[src/logic/discharge_guard_defines.svh]
// Constants for the cell discharge control and thermal guard
`ifndef DISCHARGE_GUARD_DEFINES_SVH
`define DISCHARGE_GUARD_DEFINES_SVH

// ----------------------------------------
// Geometry
// ----------------------------------------
`define DG_NUM_OUTPUTS 12
`define DG_NUM_PERIODS 12
`define DG_PERIOD_W 4

// ----------------------------------------
// Reset values
// ----------------------------------------
`define DG_ENABLE_RESET 12'h000

// ----------------------------------------
// Allowed-on masks per period, bit n = output n+1
// Periods 0..5 measurement, 6..11 calibration (same pattern)
// ----------------------------------------
`define DG_ALLOW_P0 12'h71C
`define DG_ALLOW_P1 12'hE38
`define DG_ALLOW_P2 12'hC71
`define DG_ALLOW_P3 12'h8E3
`define DG_ALLOW_P4 12'h1C7
`define DG_ALLOW_P5 12'h38E

`endif

[src/logic/discharge_guard_pkg.sv]
// Types for the cell discharge control and thermal guard
package discharge_guard_pkg;
   typedef enum logic [1:0] {IDLE, CONVERT} conv_state_e;
endpackage

[src/logic/discharge_guard.sv]
// Cell discharge output control with forced-off schedule and thermal shutdown
`timescale 1ns/10ps
`include "discharge_guard_defines.svh"

// Operation
// - During a conversion with discharge-permit clear, outputs are held off in forced-off periods.
// - In periods that are not forced off, an enabled output is on between the forced drops at both ends of the period.
// - Outputs 5 to 12 are allowed on only in their scheduled periods, repeated for calibration.
// - With discharge-permit set, outputs are untouched for the whole conversion.
// - Outputs 1 to 4 follow the same schedule shifted as listed.
// - The thermal detector acts outside sleep and is ignored in sleep.
// - Over-temperature restores configuration defaults, turning all outputs off.
// - A thermal shutdown sets the thermal shutdown flag.
// - The flag holds until the status group B read, which clears it.
// - The clear-status command also acts on the flag (taken as clearing it).
module discharge_guard (
   input wire logic clock, // Core clock, 100 MHz
   input wire logic resetn, // Async reset, active low
   input wire logic sleepMode, // Device in sleep
   input wire logic overTempPin, // Die over-temperature comparator, async
   input wire logic configWrite, // Write pulse for discharge enables
   input wire logic [11:0] configData, // New cell_discharge_enable value
   input wire logic cellConvertCmd, // Start pulse of a cell conversion
   input wire logic dischargePermit, // Permit bit of that command
   input wire logic periodAdvance, // Pulse: conversion moves to next period
   input wire logic statusBRead, // Pulse: host reads status group B
   input wire logic clearStatusCmd, // Pulse: clear-status command
   output logic [11:0] dischargeOutput, // Discharge drives, output 1 in bit 0
   output logic [11:0] cellDischargeEnable, // Configuration enable bits
   output logic thermalShutdownFlag, // Sticky thermal shutdown flag
   output logic converting // Conversion in progress
);
   discharge_guard_pkg::conv_state_e state;
   logic [3:0] period;
   logic permit;
   logic tempSync1;
   logic tempSync2;
   logic thermalEvent;
   logic [11:0] allowMask;
   logic maskValid;
   logic configLoad;
   logic flagClear;
   logic startTaken;
   logic lastPeriod;
   logic periodEnd;
   logic masking;
   logic forceAll;

   // ----------------------------------------
   // Over-temperature synchroniser
   // ----------------------------------------
   // Parked while asleep: the detector is off then, and a stale hot
   // sample must not fire the moment the device wakes
   always_ff @(posedge clock or negedge resetn) begin
      if (!resetn) begin
         tempSync1 <= 1'b0;
      end else if (sleepMode) begin
         tempSync1 <= 1'b0;
      end else begin
         tempSync1 <= overTempPin;
      end
   end

   always_ff @(posedge clock or negedge resetn) begin
      if (!resetn) begin
         tempSync2 <= 1'b0;
      end else if (sleepMode) begin
         tempSync2 <= 1'b0;
      end else begin
         tempSync2 <= tempSync1;
      end
   end

   assign thermalEvent = tempSync2 && !sleepMode;

   // ----------------------------------------
   // Configuration
   // ----------------------------------------
   // Thermal reset beats a simultaneous write so the die stays protected
   assign configLoad = configWrite && !thermalEvent;

   always_ff @(posedge clock or negedge resetn) begin
      if (!resetn) begin
         cellDischargeEnable <= `DG_ENABLE_RESET;
      end else if (thermalEvent) begin
         cellDischargeEnable <= `DG_ENABLE_RESET;
      end else if (configLoad) begin
         cellDischargeEnable <= configData;
      end
   end

   // ----------------------------------------
   // Thermal shutdown flag
   // ----------------------------------------
   // Set wins over a clear in the same cycle
   assign flagClear = statusBRead || clearStatusCmd;

   always_ff @(posedge clock or negedge resetn) begin
      if (!resetn) begin
         thermalShutdownFlag <= 1'b0;
      end else if (thermalEvent) begin
         thermalShutdownFlag <= 1'b1;
      end else if (flagClear) begin
         thermalShutdownFlag <= 1'b0;
      end
   end

   // ----------------------------------------
   // Conversion sequencer
   // ----------------------------------------
   // A start is only taken in idle; a command during a conversion is dropped
   assign startTaken = (state == discharge_guard_pkg::IDLE) && cellConvertCmd;
   assign lastPeriod = (period == 4'(`DG_NUM_PERIODS - 1));
   assign periodEnd = (state == discharge_guard_pkg::CONVERT) && periodAdvance;

   always_ff @(posedge clock or negedge resetn) begin
      if (!resetn) begin
         state <= discharge_guard_pkg::IDLE;
      end else begin
         case (state)
            discharge_guard_pkg::IDLE: begin
               if (cellConvertCmd) begin
                  state <= discharge_guard_pkg::CONVERT;
               end
            end
            discharge_guard_pkg::CONVERT: begin
               // Last advance of the calibration half ends the conversion
               if (periodAdvance && lastPeriod) begin
                  state <= discharge_guard_pkg::IDLE;
               end
            end
            default: begin
               state <= discharge_guard_pkg::IDLE;
            end
         endcase
      end
   end

   // Periods 0..5 measure, 6..11 calibrate with the same schedule
   always_ff @(posedge clock or negedge resetn) begin
      if (!resetn) begin
         period <= 4'h0;
      end else if (startTaken) begin
         period <= 4'h0;
      end else if (periodEnd && lastPeriod) begin
         period <= 4'h0;
      end else if (periodEnd) begin
         period <= period + 4'h1;
      end
   end

   // Permit is latched with the command and holds for the whole conversion
   always_ff @(posedge clock or negedge resetn) begin
      if (!resetn) begin
         permit <= 1'b1;
      end else if (startTaken) begin
         permit <= dischargePermit;
      end
   end

   // Registered so the status output never glitches on a state change
   always_ff @(posedge clock or negedge resetn) begin
      if (!resetn) begin
         converting <= 1'b0;
      end else begin
         converting <= (state == discharge_guard_pkg::CONVERT);
      end
   end

   // Registered lookup: its output trails the period register by a cycle
   period_mask_rom maskRom (
      .clock(clock),
      .resetn(resetn),
      .period(period),
      .allowMask(allowMask)
   );

   // Both ends of a period drop every switch: the mask trails the period
   // by a cycle and would otherwise let a switch run into a forced-off slot
   assign masking = (state == discharge_guard_pkg::CONVERT) && !permit;
   assign forceAll = (startTaken && !dischargePermit) || (masking && periodAdvance);

   // Mask is valid one cycle after the period register settles
   always_ff @(posedge clock or negedge resetn) begin
      if (!resetn) begin
         maskValid <= 1'b0;
      end else begin
         maskValid <= masking && !periodAdvance;
      end
   end

   // ----------------------------------------
   // Output drive
   // ----------------------------------------
   // One flop per switch, so each drive comes straight from a register
   generate
      for (genvar n = 0; n < `DG_NUM_OUTPUTS; n++) begin : g_drive
         logic allowed;
         assign allowed = maskValid && allowMask[n];

         always_ff @(posedge clock or negedge resetn) begin
            if (!resetn) begin
               dischargeOutput[n] <= 1'b0;
            end else if (forceAll) begin
               dischargeOutput[n] <= 1'b0;
            end else if (masking) begin
               dischargeOutput[n] <= cellDischargeEnable[n] && allowed;
            end else begin
               dischargeOutput[n] <= cellDischargeEnable[n];
            end
         end
      end
   endgenerate
endmodule

[src/logic/period_mask_rom.sv]
// Per-period allowed-on mask lookup with registered output
`timescale 1ns/10ps
`include "discharge_guard_defines.svh"
module period_mask_rom (
   input wire logic clock, // Core clock
   input wire logic resetn, // Async reset, active low
   input wire logic [3:0] period, // Conversion period 0..11
   output logic [11:0] allowMask // Outputs allowed on in that period
);
   logic [11:0] pattern;

   // Calibration periods repeat the measurement pattern
   always_comb begin
      case ((period >= 4'h6) ? period - 4'h6 : period)
         4'h0: pattern = `DG_ALLOW_P0;
         4'h1: pattern = `DG_ALLOW_P1;
         4'h2: pattern = `DG_ALLOW_P2;
         4'h3: pattern = `DG_ALLOW_P3;
         4'h4: pattern = `DG_ALLOW_P4;
         4'h5: pattern = `DG_ALLOW_P5;
         default: pattern = 12'h000;
      endcase
   end

   always_ff @(posedge clock or negedge resetn) begin
      if (!resetn) begin
         allowMask <= 12'h000;
      end else begin
         allowMask <= pattern;
      end
   end
endmodule

[config.mk]
export PLATFORM = sky130hd
export DESIGN_NAME = discharge_guard
export DESIGN_NICKNAME = d
export VERILOG_FILES = /design/src/logic/discharge_guard_pkg.sv /design/src/logic/discharge_guard.sv /design/src/logic/period_mask_rom.sv
export VERILOG_INCLUDE_DIRS = /design/src /design/src/logic
export SDC_FILE = /design/constraint.sdc
export NUM_CORES = 1
export LEC_CHECK = 0
export ABC_AREA = 1
export ABC_CLOCK_PERIOD_IN_PS = 1700
export BUFFER_PORTS_ARGS = -buffer_cell sky130_fd_sc_hd__buf_2
export CAP_MARGIN = 10
export CORE_MARGIN = 2
export CORE_UTILIZATION = 40
export CTS_BUF_LIST = sky130_fd_sc_hd__clkbuf_8 sky130_fd_sc_hd__clkbuf_16
export DETAILED_ROUTE_END_ITERATION = 7
export GPL_TIMING_DRIVEN = 1
export PLACE_DENSITY_LB_ADDON = 0.1
export SLEW_MARGIN = 25
export SYNTH_ARGS = -nofsm -noshare
export SYNTH_HDL_FRONTEND = slang
export SYNTH_HIERARCHICAL = 1
export SYNTH_SLANG_ARGS = --single-unit
[constraint.sdc]
create_clock -name clock -period 1.7 [get_ports clock]
set_clock_uncertainty 0.05 [all_clocks]
set_input_delay 0.34 -clock clock [delete_from_list [all_inputs] [get_ports clock]]
set_output_delay 0.34 -clock clock [all_outputs]
set_load 0.01 [all_outputs]
== Word-level counts from Yosys, hierarchy flattened ==
Index checks and enable logic that the tools add are counted.
Storage, ports and cells
  bits in registers: 48
  bits in latches: 0
  RAM bits: 0
  memory bits (read-only): 0
  bits of input ports: 22
  output and inout bits: 26
  logic and storage cells: 119
  memories kept: 0
Cells by class
  add/sub/neg operators: 2
  multipliers: 0
  divide/modulo/power cells: 0
  order comparisons: 1
  equal/unequal tests: 9
  shift operators: 0
  muxes and demuxes: 38
  bitwise logic cells: 0
  reduce and logical (&&, ||, !) cells: 47
Operator list (number)
  case mux 12 bit (6 select lines): 1
  logical AND 1 bit: 34
  2-to-1 mux 1 bit: 28
  2-to-1 mux 12 bit: 2
  2-to-1 mux 4 bit: 4
  equality test 4 x 2 -> 1 bit (second input constant): 2
  equality test 4 x 3 -> 1 bit (second input constant): 2
  zero test 1 bit: 5
  adder 4 x 1 -> 4 bit (second input constant): 1
  equality test 4 x 1 -> 1 bit (second input constant): 1
  equality test 4 bit (second input constant): 1
  >= comparator 4 x 3 -> 1 bit (second input constant): 1
  zero test 4 bit: 1
  2-to-1 mux 2 bit: 2
  case mux 2 bit (2 select lines): 1
  nonzero test 2 bit: 2
  subtractor 4 x 3 -> 4 bit (second input constant): 1
  nonzero test 3 bit: 1
  equality test 2 x 1 -> 1 bit (second input constant): 1
  zero test 2 bit: 1
  logical OR 1 bit: 2
  != test 2 x 1 -> 1 bit (second input constant): 1
  != test 2 bit (second input constant): 1
  AND reduction 2 bit: 1

== Longest topological paths before layout ==
Gate-level depths: netlist of the first run.
  word-level depth: 6
  mapped depth: 7
  depth with buffers taken out: 7

== Hierarchy ==
Netlist of the first run, hierarchy kept.
Modules (own cells, without submodules)
  discharge_guard: times used 1, cells an instance 170, area an instance 1485.2 um^2, seq. area each 877.1 um^2
  period_mask_rom: times used 1, cells an instance 47, area an instance 375.4 um^2, seq. area each 150.1 um^2

== Worst setup path after synthesis of the first run ==
OpenSTA, ideal clock, no wires.
  kind: reg2reg
  start point: register period[1]
  end point: register period[3]
  library setup time: 126 ps
  data arrival time: 1032 ps
  data required time: 1524 ps
  slack: 493 ps
  stages on the path, launching flop included: 5
  path buffers: 0
  clock period less this slack: 1207 ps
  cells stage by stage: dfrtp_1 -> ha_1 -> nand3_1 -> o21ai_0 -> nor2_1
On the way
  word-level cells in the longest chain between the ends: 4
  elaborated cells on any way between the ends: 7
  those cells by class: add/sub (1); eq/ne (1); mux (3); reduce/logical (2)
Ends and longest elaborated chain
  start: declaration: line discharge_guard.sv:34  | logic [3:0] period;
  start signal: assignment: line discharge_guard.sv:148  | period <= period + 4'h1;
  adder 4 x 1 -> 4 bit or equality test 4 bit (tied branches): line discharge_guard.sv:148, discharge_guard.sv:113
  2-to-1 mux 4 bit or logical AND 1 bit (tied branches): line discharge_guard.sv:147, discharge_guard.sv:145
  2-to-1 mux 4 bit: line discharge_guard.sv:145  | end else if (periodEnd && lastPeriod) begin
  2-to-1 mux 4 bit: line discharge_guard.sv:143  | end else if (startTaken) begin
Parallel ways exist; a longest one is shown, timed or not. The select of a mux whose other input is x is not followed.
A chain may end at the register's enable or synchronous reset.

== Worst setup path in the final report of the first run ==
  start point: register state[0]
  end point: register dischargeOutput[5]
On the way
  word-level cells in the longest chain between the ends: 5
  elaborated cells on any way between the ends: 9
  those cells by class: eq/ne (1); mux (2); reduce/logical (6)
Ends and longest elaborated chain
  start: declaration: line discharge_guard.sv:33  | discharge_guard_pkg::conv_state_e state;
  start signal: assignment: line discharge_guard.sv:118  | state <= discharge_guard_pkg::IDLE;
  start signal: assignment: line discharge_guard.sv:123  | state <= discharge_guard_pkg::CONVERT;
  start signal: assignment: line discharge_guard.sv:129  | state <= discharge_guard_pkg::IDLE;
  equality test 2 x 1 -> 1 bit or zero test 2 bit (tied branches): line discharge_guard.sv:180, discharge_guard.sv:112
  logical AND 1 bit, on equally long branches: line discharge_guard.sv:180, discharge_guard.sv:112
  logical AND 1 bit: line discharge_guard.sv:181  | assign forceAll = (startTaken && !dischargePermit) || (masking && periodAdvance);
  logical OR 1 bit: line discharge_guard.sv:181
  2-to-1 mux 1 bit (*): line discharge_guard.sv:204  | end else if (forceAll) begin
  end signal: indexed assignment: line discharge_guard.sv:207  | dischargeOutput[n] <= cellDischargeEnable[n] && allowed;
  end signal: indexed assignment: line discharge_guard.sv:209  | dischargeOutput[n] <= cellDischargeEnable[n];
  end: declaration: line discharge_guard.sv:28  | output logic [11:0] dischargeOutput,
Mark *: on every way between the ends. The rest lies on a longest branch, timed or not.

==> results.txt, run 1 <==
----------------------------------------------------
[Yosys]
  Synthesized instance count ... about 220
  Mapped Nets ... 241
  Share of async-settable or async-resettable flops after synthesis ... 100.0%
  Synth Warn # ... 6
  Most numerous cell types in the synthesized netlist ... 64 x nand2_1, 40 x dfrtp_1, 23 x inv_1
  Sequential cell area fraction in the yosys report ... 55.21%
  Flop and latch count out of synthesis ... just over 40
  Yosys top cell by area ... dfrtp_1
  Cell area after technology mapping ... around 1900 um^2
  Most frequently used flop master after synthesis ... dfrtp_1
  Most frequent cell after synthesis ... nand2_1
  Unique masters post-synth ... 23
  Mean area per synthesized cell ... roughly 8.6 um^2
  Synth area leaders ... dfrtp_1 54%, nand2_1 13%, inv_1 4.6%
  Share of the synthesized area in the top cell type ... 53.80%
  Count of flip-flops with a built-in enable after synthesis ... 0

[Clocking]
  TritonCTS clock tree ... yes
  H-tree depth ... 2
  Number of gates given a new drive strength after cts ... 0
  CTS clk-pin slew, worst paths ... 0.08 ns
  Sinks on Clock Net ... 41
  Longest Clk Path Bufs ... 2
  Clock tree root driver cell ... clkbuf_8
  Clk Latency, worst-skew pair ... 0.28 ns
  Cts bufs inserted ... 5

[GRT]
  Initial antenna violation count ... 0
  Largest net degree at the start of global routing ... 25
  First-pass GRT wire length ... between 6000 and 7000 um
  Via count of the first global-routing pass ... about 1400
  GRT Residual Overflow ... 0
  Tot GR Track Use ... ~15%

[Worst setup path]
  Critical path launch point type ... register
  Crit path cell chain ... inv_2 -> nand2_4 -> o21ai_2 -> nor2_1
  Cell depth of the worst flop-to-flop path ... 4
  Delay of the slowest critical-path stage ... between 0.4 and 0.5 ns
  Terminus of the critical flop-to-flop path ... dischargeOutput[5]$_DFF_PN0_
  Nature of the critical path endpoint ... register
  Maximum fanout count along the critical path ... 12
  Register-to-register path setup slack ... roughly 0.36 ns
  Critical path class ... register to register
  Worst path required time ... approximately 1.8 ns
  Worst r2r src ... state[0]$_DFFE_PN0P_
  Crit path max-delay cell type ... o21ai_2
  Arrival time at the worst endpoint ... roughly 1.4 ns

[Die]
  Die outline area ... 5213 um^2
  Floorplan Core Area ... about 4400 um^2
  Num ports ... between 40 and 50
  Overall die height ... around 72 um
  Initial core utilization ... 42.15%
  Number of placement rows ... 24
  Width of the die ... approximately 72 um

[Timing]
  Fmax ... 0.7489 GHz
  Final setup violation count ... 0
  Slew @ Worst Pin ... about 0.56 ns
  Summed negative setup slack over all endpoints ... 0 ns
  Number of endpoints with negative hold slack in the final report ... 0
  Share of the cycle needed by the critical path after routing ... between 70% and 80%
  Min Clock Period, post-route ... roughly 1.3 ns
  Final count of pins violating max slew ... 0
  Unrepaired setup endpoints after global routing ... no
  Slew Limit Headroom ... between 60% and 70%

[Worst hold path]
  Hold Path Stages ... 2
  Worst min-delay path startpoint ... sleepMode
  Path class of the lowest-slack min-delay path ... input pin to register
  Worst Hold Path EP ... tempSync2$_DFF_PN0_

[Final layout]
  Fill cell count ... around 450
  # diodes ... 0
  Signed area change from the synthesized netlist to the final layout ... 19.23%
  Non-Filler Cell Area, Final ... 2218 um^2
  Footprint of the multi-input gates ... 648.1 um^2
  Final std cells w/o fill ... roughly 320
  Final #Nets ... approximately 290
  Fraction of layout instances using a drive strength above 1 ... between 20 and 30%
  Area of all sequential standard cells ... 1027 um^2
  Core utilization of the finished layout ... 50.26%

[Detailed routing]
  Iter 0 DRT Violations ... 60
  Overall routed net length ... 3480 um
  Vias per cell ... between 4 and 5
  Routed wire length per instance ... 11.05 um
  Pre-antenna DRT Iters ... 4
  Residual DRC count ... 0
  Via total after detailed routing ... approximately 1400
  Remaining antenna violation count ... 0

[Power]
  Static Leak ... between 1 and 1.5 nW
  Peak supply drop ... 0.8875 mV
  Power Dens Cells ... ~1600 nW/um^2

[Place]
  Placed cell areas ... between 2000 and 2500 um^2
  Total of buffers placed on input and output ports ... 47
  Number of placed cells counting well taps ... between 300 and 400
  RePlAce Congestion ... 0.7729
  DP Wirelength ... around 2600 um

[Run]
  Number of maximum-capacitance violations ... 0

[Run status]
  Status ... complete, no violations

----------------------------------------------------
-- cells by family after synthesis --
group	after synthesis	synth area share (%)
simple gates	102	23.81
flops	41	55.21
buf+inv	39	9.953
compound gates	32	9.213
fa+ha+maj	2	1.345
xor+xnor	1	0.4708
-- critical path, delay by kind of cell, from the launching register on --
family / cells / cell delay [ns]
AO/OA/AOI/OAI: 1 / 0.46
AND/OR/NAND/NOR: 2 / 0.17
flip-flops: 1 / 0.40
buffers and inverters: 1 / 0.13
-- area by class of cell --
cell class	instances	area share, %
clock inverter	2	1.523
timing repair buffer	50	11.73
clock buffer	6	3.723
inverter	27	4.569
multi-input combinational	137	29.22
tap	52	2.933
sequential	41	46.31
-- worst max-delay path by stage --
stage                          start                            to  slack, ns  cells after the start
2_1_floorplan  period[1]$_DFFE_PN0P_         period[3]$_DFFE_PN0P_       0.49                      4
3_3_place_gp    state[0]$_DFFE_PN0P_  dischargeOutput[1]$_DFF_PN0_       0.37                      4
3_5_place_dp    state[0]$_DFFE_PN0P_  dischargeOutput[1]$_DFF_PN0_       0.34                      4
4_1_cts         state[0]$_DFFE_PN0P_  dischargeOutput[1]$_DFF_PN0_       0.34                      4
5_1_grt         state[0]$_DFFE_PN0P_  dischargeOutput[9]$_DFF_PN0_       0.23                      4
6_report        state[0]$_DFFE_PN0P_  dischargeOutput[5]$_DFF_PN0_       0.36                      4
-- sequential cells by signal (all words and copies together), names as in the netlist --
| register | cells |
|---|---|
| converting | 1 |
| cellDischargeEnable | 12 |
| tempSync1 | 1 |
| thermalShutdownFlag | 1 |
| maskRom/allowMask | 6 |
| dischargeOutput | 12 |
| maskValid | 1 |
| tempSync2 | 1 |
| state | 1 |
| permit | 1 |
| period | 4 |
-- cells in the final DEF (no fill, tap or decap), types with 3 or more instances in the layout --
| master | count |
|---|---|
| nor2_1 | 19 |
| nand2_1 | 64 |
| dfrtp_1 | 40 |
| inv_2 | 4 |
| o21ai_0 | 16 |
| a21oi_1 | 13 |
| buf_2 | 47 |
| nand3_1 | 8 |
| o21ai_2 | 3 |
| inv_1 | 24 |
| clkbuf_8 | 6 |
-- through the flow --
stage | setup WS, ns | power [mW] | hold WS [ns]
finish | 0.3647 | 3.531 | 0.1779
global route | 0.2273 | 3.866 | 0.1701
CTS | 0.3416 | 3.605 | 0.1717
detailed placement | 0.3449 | 2.793 | 0.1978
global placement | 0.3702 | 2.787 | 0.1938
floorplan | 0.4928 | 2.521 | -0.005591
-- where the power goes --
part           total (mW)  internal (mW)  switching [mW]
sequential           1.50           1.27           0.230
clock               0.790          0.473           0.317
combinational        1.24          0.477           0.765
-- routing by layer --
| layer | wire, um | vias to the layer above | GRT usage [%] |
|---|---|---|---|
| li1 | - | 756 | - |
| met2 | 1651 | 30 | 25.18 |
| met4 | 25 | 0 | 5.031 |
| met1 | 1610 | 613 | 18.32 |
| met3 | 192 | 2 | 4.028 |
| met5 | 0 | - | 0 |
-- timing repair --
| action | CTS | global route |
|---|---|---|
| hold buffers | 1 | 0 |
| setup buffers | 0 | 0 |
| endpoints found under the hold margin | 11 | 0 |
| setup endpoints to repair | 0 | 0 |
No activity file was read; power rests on OpenSTA's default activity.
==> run 2, diff against run 1 <==
- ABC_AREA: 1 -> 0
- ABC_CLOCK_PERIOD_IN_PS: 1700 -> 1300
- clock period: 1.7 -> 1.3 ns (I/O delays scaled with it)
==> results.txt, run 2 <==
----------------------------------------------------
[Timing]
  Unrepaired setup endpoints after global routing ... yes
  Worst setup slack after layout ... -0.06046 ns
  Slew Limit Headroom ... 74.14%
  Fmax ... about 0.74 GHz
  Share of the cycle needed by the critical path after routing ... 104.7%
  Final setup violation count ... 3
  Min Clock Period, post-route ... roughly 1.4 ns
  Final count of pins violating max slew ... 0
  Number of endpoints with negative hold slack in the final report ... 0
  Slew @ Worst Pin ... between 0.3 and 0.4 ns

[Yosys]
  Share of the synthesized area in the top cell type ... a little over half
  Most numerous cell types in the synthesized netlist ... 40 x dfrtp_1, 17 x nor2_1, 16 x a21oi_1
  Share of async-settable or async-resettable flops after synthesis ... 100.0%
  Synth area leaders ... dfrtp_1 55%, mux2i_1 6.6%, nor3b_1 5.3%
  Mean area per synthesized cell ... ~11 um^2
  Flop and latch count out of synthesis ... 41
  Most frequently used flop master after synthesis ... dfrtp_1
  Mapped Nets ... 187
  Synth Warn # ... 6
  Cell area after technology mapping ... around 1800 um^2
  Sequential cell area fraction in the yosys report ... a little under three fifths
  Count of flip-flops with a built-in enable after synthesis ... 0
  Most frequent cell after synthesis ... dfrtp_1
  Synthesized instance count ... approximately 160
  Yosys top cell by area ... dfrtp_1
  Unique masters post-synth ... 41

[Die]
  Overall die height ... approximately 70 um
  Number of placement rows ... 24
  Initial core utilization ... about two fifths
  Width of the die ... 71.63 um
  Floorplan Core Area ... 4384 um^2
  Num ports ... 48
  Die outline area ... roughly 5100 um^2

[Run status]
  Status ... complete, but fails checks
  Violations in the final reports ... negative setup slack

[Worst setup path]
  Number of stages on the worst setup path ... 4
  Critical path class ... register to register
  Crit path cell chain ... ha_4 -> nand3b_1 -> a21oi_2 -> a311o_2
  Capture point of the worst path ... maskRom/allowMask[7]$_DFF_PN0_
  Arrival time at the worst endpoint ... 1.48 ns
  Crit path max-delay cell type ... dfrtp_2
  Worst r2r src ... period[1]$_DFFE_PN0P_
  Number of buffer and inverter stages on the critical path ... 0
  Cell depth of the worst flop-to-flop path ... 4
  Nature of the critical path endpoint ... register
  Critical path launch point type ... register
  Startpoint of the most critical setup path ... period[1]$_DFFE_PN0P_
  Maximum fanout count along the critical path ... 4
  Worst path required time ... about 1.4 ns
  Register-to-register path setup slack ... -0.06 ns
  Delay of the slowest critical-path stage ... about 0.46 ns
  Gate family responsible for the most delay along the worst path ... flip-flops
  Terminus of the critical flop-to-flop path ... maskRom/allowMask[7]$_DFF_PN0_

[Clocking]
  Sinks on Clock Net ... 41
  Cts bufs inserted ... 5
  Longest Clk Path Bufs ... 2
  H-tree depth ... 2
  TritonCTS clock tree ... yes
  Clk Latency, worst-skew pair ... 0.28 ns
  Clock tree root driver cell ... clkbuf_8
  CTS clk-pin slew, worst paths ... about 0.070 ns

[Place]
  Total of buffers placed on input and output ports ... 47
  RePlAce Congestion ... ~0.81
  Worst Setup Slack post-DPL ... -0.09786 ns
  DP Wirelength ... between 2000 and 3000 um

[Detailed routing]
  Routed wire length per instance ... approximately 14 um
  Overall routed net length ... approximately 3800 um
  Residual DRC count ... 0
  Remaining antenna violation count ... 0
  Vias per cell ... between 5 and 6
  Pre-antenna DRT Iters ... 4
  Via total after detailed routing ... between 1000 and 1500
  Iter 0 DRT Violations ... just under 60

[Final layout]
  Final #Nets ... roughly 250
  Fraction of layout instances using a drive strength above 1 ... about 43%
  Signed area change from the synthesized netlist to the final layout ... 30.92%
  Commonest cells after routing, fill and taps aside ... 48 x buf_2, 36 x dfrtp_1, 17 x nor2_1
  Largest registers ... cellDischargeEnable x12, dischargeOutput x12, maskRom/allowMask x6
  # diodes ... 0
  Most common library cell in the layout ignoring fill and taps ... buf_2
  Core utilization of the finished layout ... between 50% and 60%

[GRT]
  GRT Residual Overflow ... 0
  Via count of the first global-routing pass ... 1363
  First-pass GRT wire length ... approximately 6400 um
  Tot GR Track Use ... 16.17%
  Largest net degree at the start of global routing ... 42
  Initial antenna violation count ... 0

[Power]
  Power Dens Cells ... 2141 nW/um^2
  Peak supply drop ... ~1.4 mV
  Combinational group share of total power ... between 40% and 50%
  Internal power contribution ... 3.367 mW
  Share of total power in sequential cells ... a little under two fifths
  Proportion of total power due to net switching ... approximately a third
  NetSw ... 1.760 mW
  Clock group share of total power ... 18.9%
  Static Leak ... about 1.2 nW

[Worst hold path]
  Path class of the lowest-slack min-delay path ... input pin to register
  Worst min-delay path startpoint ... sleepMode

[Run]
  Number of maximum-capacitance violations ... 0

----------------------------------------------------
run 2: worst min-delay path by stage:
stage                                         endpoint  slack (ns)  depth (start not counted)
finish                             tempSync2$_DFF_PN0_        0.10                          2
global placement          dischargeOutput[2]$_DFF_PN0_        0.20                          2
global route                       tempSync1$_DFF_PN0_        0.11                          2
floorplan           cellDischargeEnable[0]$_DFFE_PN0P_       -0.09                          0
CTS                                tempSync2$_DFF_PN0_        0.09                          2
detailed placement  cellDischargeEnable[6]$_DFFE_PN0P_        0.20                          2
run 2: repair_timing:
| action | 4_1_cts | 5_1_grt |
|---|---|---|
| hold endpoints to repair | 40 | 0 |
| hold buffers | 1 | 0 |
| pin swaps | 4 | 1 |
| setup buffers | 1 | 2 |
| gates resized for setup | 6 | 9 |
| setup endpoints to repair | 7 | 10 |
run 2: power by group through the flow:
stage / sequential (mW) / combinational (mW) / clock (mW)
CTS: 1.93 / 2.11 / 1.01
floorplan: 2.00 / 1.29 / 0
global placement: 1.93 / 1.92 / 0
detailed placement: 1.94 / 1.99 / 0
global route: 1.97 / 2.50 / 1.07
finish: 1.92 / 2.24 / 0.970
run 2: final cells by class:
class | instances | area, um^2
flip-flops and latches | 41 | 1032
repair buffers | 66 | 410.4
clock buffers | 5 | 68.82
well taps | 52 | 65.06
inverters | 2 | 7.507
fillers | 396 | 1989
multi-input cells | 107 | 775.7
clock inverters | 2 | 35.03
run 2: worst reg2reg max path: cells and delay by family (launching register included):
family / cells / cell delay [ns]
AO/OA/AOI/OAI: 2 / 0.37
adder cells (fa/ha/maj): 1 / 0.25
flip-flops: 1 / 0.46
AND/OR/NAND/NOR: 1 / 0.12
run 2: cells by family after synthesis:
logic type	share of synthesized area, %
buffers and inverters	5.130
AO/OA/AOI/OAI	10.06
XOR/XNOR	1.437
adder cells (fa/ha/maj)	1.368
multiplexers	7.182
AND/OR/NAND/NOR	18.67
flip-flops	56.16
run 2: per-stage QoR:
stage | total power [mW] | hold WS, ns | TNS [ns] | std cells | instance area [um^2]
after floorplan | 3.289 | -0.08559 | -0.08276 | 163 | 1846
after global placement | 3.849 | 0.1967 | -0.1211 | 264 | 2197
after detailed placement | 3.926 | 0.1989 | -0.3048 | 264 | 2197
after CTS | 5.050 | 0.08978 | -0.1378 | 273 | 2347
after global routing | 5.542 | 0.1059 | -0.4281 | 275 | 2395
final | 5.127 | 0.1022 | -0.1013 | 275 | 2395
run 2: metal layers:
layer  global-route usage [%]  up-vias  share of wire [%]
met2                    26.34       34                 48
met4                    5.660        0                1.1
met1                    20.88      662                 46
met3                    4.360        4                5.2
li1                         -      679                  -
met5                        0        -                  0
==> run 3, diff against run 2 <==
- TNS_END_PERCENT: not set -> 5
==> results.txt, run 3 (synthesized netlist as in run 2, its figures left out) <==
----------------------------------------------------
[Final layout]
  Core utilization of the finished layout ... between 50% and 60%
  Fill cell count ... about 400
  Final #Nets ... between 200 and 250
  Largest registers ... cellDischargeEnable x12, dischargeOutput x12, maskRom/allowMask x6
  Most common library cell in the layout ignoring fill and taps ... buf_2
  Signed area change from the synthesized netlist to the final layout ... 30.51%
  Fraction of layout instances using a drive strength above 1 ... a little over two fifths
  Commonest cells after routing, fill and taps aside ... 47 x buf_2, 36 x dfrtp_1, 17 x nor2_1
  # diodes ... 0

[Worst setup path]
  Nature of the critical path endpoint ... register
  Arrival time at the worst endpoint ... 1.49 ns
  Maximum fanout count along the critical path ... 4
  Gate family responsible for the most delay along the worst path ... flip-flops
  Critical path class ... register to register
  Crit path max-delay cell type ... dfrtp_2
  Number of buffer and inverter stages on the critical path ... 0
  Cell depth of the worst flop-to-flop path ... 4
  Worst path required time ... about 1.4 ns
  Crit path cell chain ... ha_4 -> nand3b_1 -> a21oi_1 -> a311o_2
  Delay of the slowest critical-path stage ... between 0.4 and 0.5 ns
  Critical path launch point type ... register
  Terminus of the critical flop-to-flop path ... maskRom/allowMask[7]$_DFF_PN0_
  Register-to-register path setup slack ... -0.07 ns
  Worst r2r src ... period[1]$_DFFE_PN0P_

[Die]
  Num ports ... between 40 and 50
  Overall die height ... between 70 and 80 um
  Number of placement rows ... 24
  Initial core utilization ... 41.72%
  Die outline area ... 5130 um^2
  Width of the die ... 71.63 um
  Floorplan Core Area ... around 4400 um^2

[Detailed routing]
  Overall routed net length ... roughly 3800 um
  Via total after detailed routing ... roughly 1400
  Iter 0 DRT Violations ... 49
  Pre-antenna DRT Iters ... 4
  Residual DRC count ... 0
  Routed wire length per instance ... between 10 and 15 um
  Remaining antenna violation count ... 0
  Vias per cell ... between 5 and 6

[Timing]
  Worst setup slack after layout ... -0.06668 ns
  Final count of pins violating max slew ... 0
  Number of endpoints with negative hold slack in the final report ... 0
  Final setup violation count ... 4
  Slew @ Worst Pin ... 0.3804 ns
  Share of the cycle needed by the critical path after routing ... 105.1%
  Fmax ... ~0.73 GHz
  Slew Limit Headroom ... 74.64%
  Summed negative setup slack over all endpoints ... -0.1532 ns
  Min Clock Period, post-route ... about 1.4 ns
  Unrepaired setup endpoints after global routing ... yes

[Worst hold path]
  Path class of the lowest-slack min-delay path ... input pin to register
  Worst min-delay path startpoint ... sleepMode
  Hold Path Stages ... 2
  Worst Hold Path EP ... tempSync2$_DFF_PN0_

[Power]
  Peak supply drop ... approximately 1.1 mV
  Static Leak ... around 1.2 nW
  Power Dens Cells ... 2148 nW/um^2
  Total Power ... 5.127 mW

[Place]
  Worst Setup Slack post-DPL ... -0.1000 ns
  RePlAce Congestion ... 0.8112
  DP Wirelength ... roughly 2700 um
  Total of buffers placed on input and output ports ... 47

[GRT]
  First-pass GRT wire length ... 6375 um
  Tot GR Track Use ... between 15 and 20%
  Initial antenna violation count ... 0
  GRT Residual Overflow ... 0
  Via count of the first global-routing pass ... between 1000 and 1500
  Largest net degree at the start of global routing ... 42

[Clocking]
  Longest Clk Path Bufs ... 2
  H-tree depth ... 2
  Cts bufs inserted ... 5
  Clk Latency, worst-skew pair ... a little under 0.3 ns
  Sinks on Clock Net ... 41
  CTS clk-pin slew, worst paths ... ~0.08 ns
  TritonCTS clock tree ... yes
  Clock tree root driver cell ... clkbuf_8

[Run status]
  Violations in the final reports ... negative setup slack
  Status ... complete, but fails checks

[Run]
  Number of maximum-capacitance violations ... 0

----------------------------------------------------
run 3: worst reg2reg max path: cells and delay by family, from the launching register on:
| kind | cells | cell delay (ns) |
|---|---|---|
| flops | 1 | 0.46 |
| compound gates | 2 | 0.38 |
| fa+ha+maj | 1 | 0.26 |
| simple gates | 1 | 0.11 |
run 3: metal layers:
layer	track usage (%)	share of wire (%)	vias to the layer above
li1	-	-	674
met1	20.22	45	654
met2	25.51	46	49
met3	4.782	6.3	7
met4	7.757	2.3	0
met5	0	0	-
run 3: worst max-delay path by stage:
stage	startpoint	to	slack (ns)	cells after the start
floorplan	period[1]$_DFFE_PN0P_	period[1]$_DFFE_PN0P_	-0.03	3
global placement	period[3]$_DFFE_PN0P_	maskRom/allowMask[6]$_DFF_PN0_	-0.05	4
detailed placement	period[1]$_DFFE_PN0P_	maskRom/allowMask[7]$_DFF_PN0_	-0.10	4
CTS	period[1]$_DFFE_PN0P_	maskRom/allowMask[7]$_DFF_PN0_	-0.06	4
global route	period[1]$_DFFE_PN0P_	maskRom/allowMask[7]$_DFF_PN0_	-0.13	4
finish	period[1]$_DFFE_PN0P_	maskRom/allowMask[7]$_DFF_PN0_	-0.07	4
run 3: area by class of cell:
cell class / count / area (um^2) / share of cell area, %
Inverter: 2 / 7.507 / 0.3145
Clock buffer: 5 / 68.82 / 2.883
Tap cell: 52 / 65.06 / 2.725
Clock inverter: 2 / 35.03 / 1.468
Multi-Input combinational cell: 107 / 780.7 / 32.70
Timing Repair Buffer: 64 / 397.9 / 16.67
Sequential cell: 41 / 1032 / 43.24
run 3: timing repair:
action / CTS / global route
resized for setup: 8 / 7
pin swaps: 5 / 0
buffers inserted: 1 / 0
setup endpoints to repair: 7 / 9
hold buffers: 1 / 0
endpoints found under the hold margin: 40 / 0
run 3: where the power goes:
part           switching [mW]  internal [mW]  total [mW]
Sequential              0.287           1.65        1.94
Clock                   0.421          0.558       0.979
Combinational            1.05           1.15        2.21
run 3: through the flow:
step / hold slack, ns / cell area [um^2] / std cells
after floorplan: -0.08559 / 1846 / 163
after global placement: 0.1967 / 2197 / 264
after detailed placement: 0.1970 / 2197 / 264
after CTS: 0.09059 / 2356 / 273
after global routing: 0.09904 / 2387 / 273
final: 0.09383 / 2387 / 273
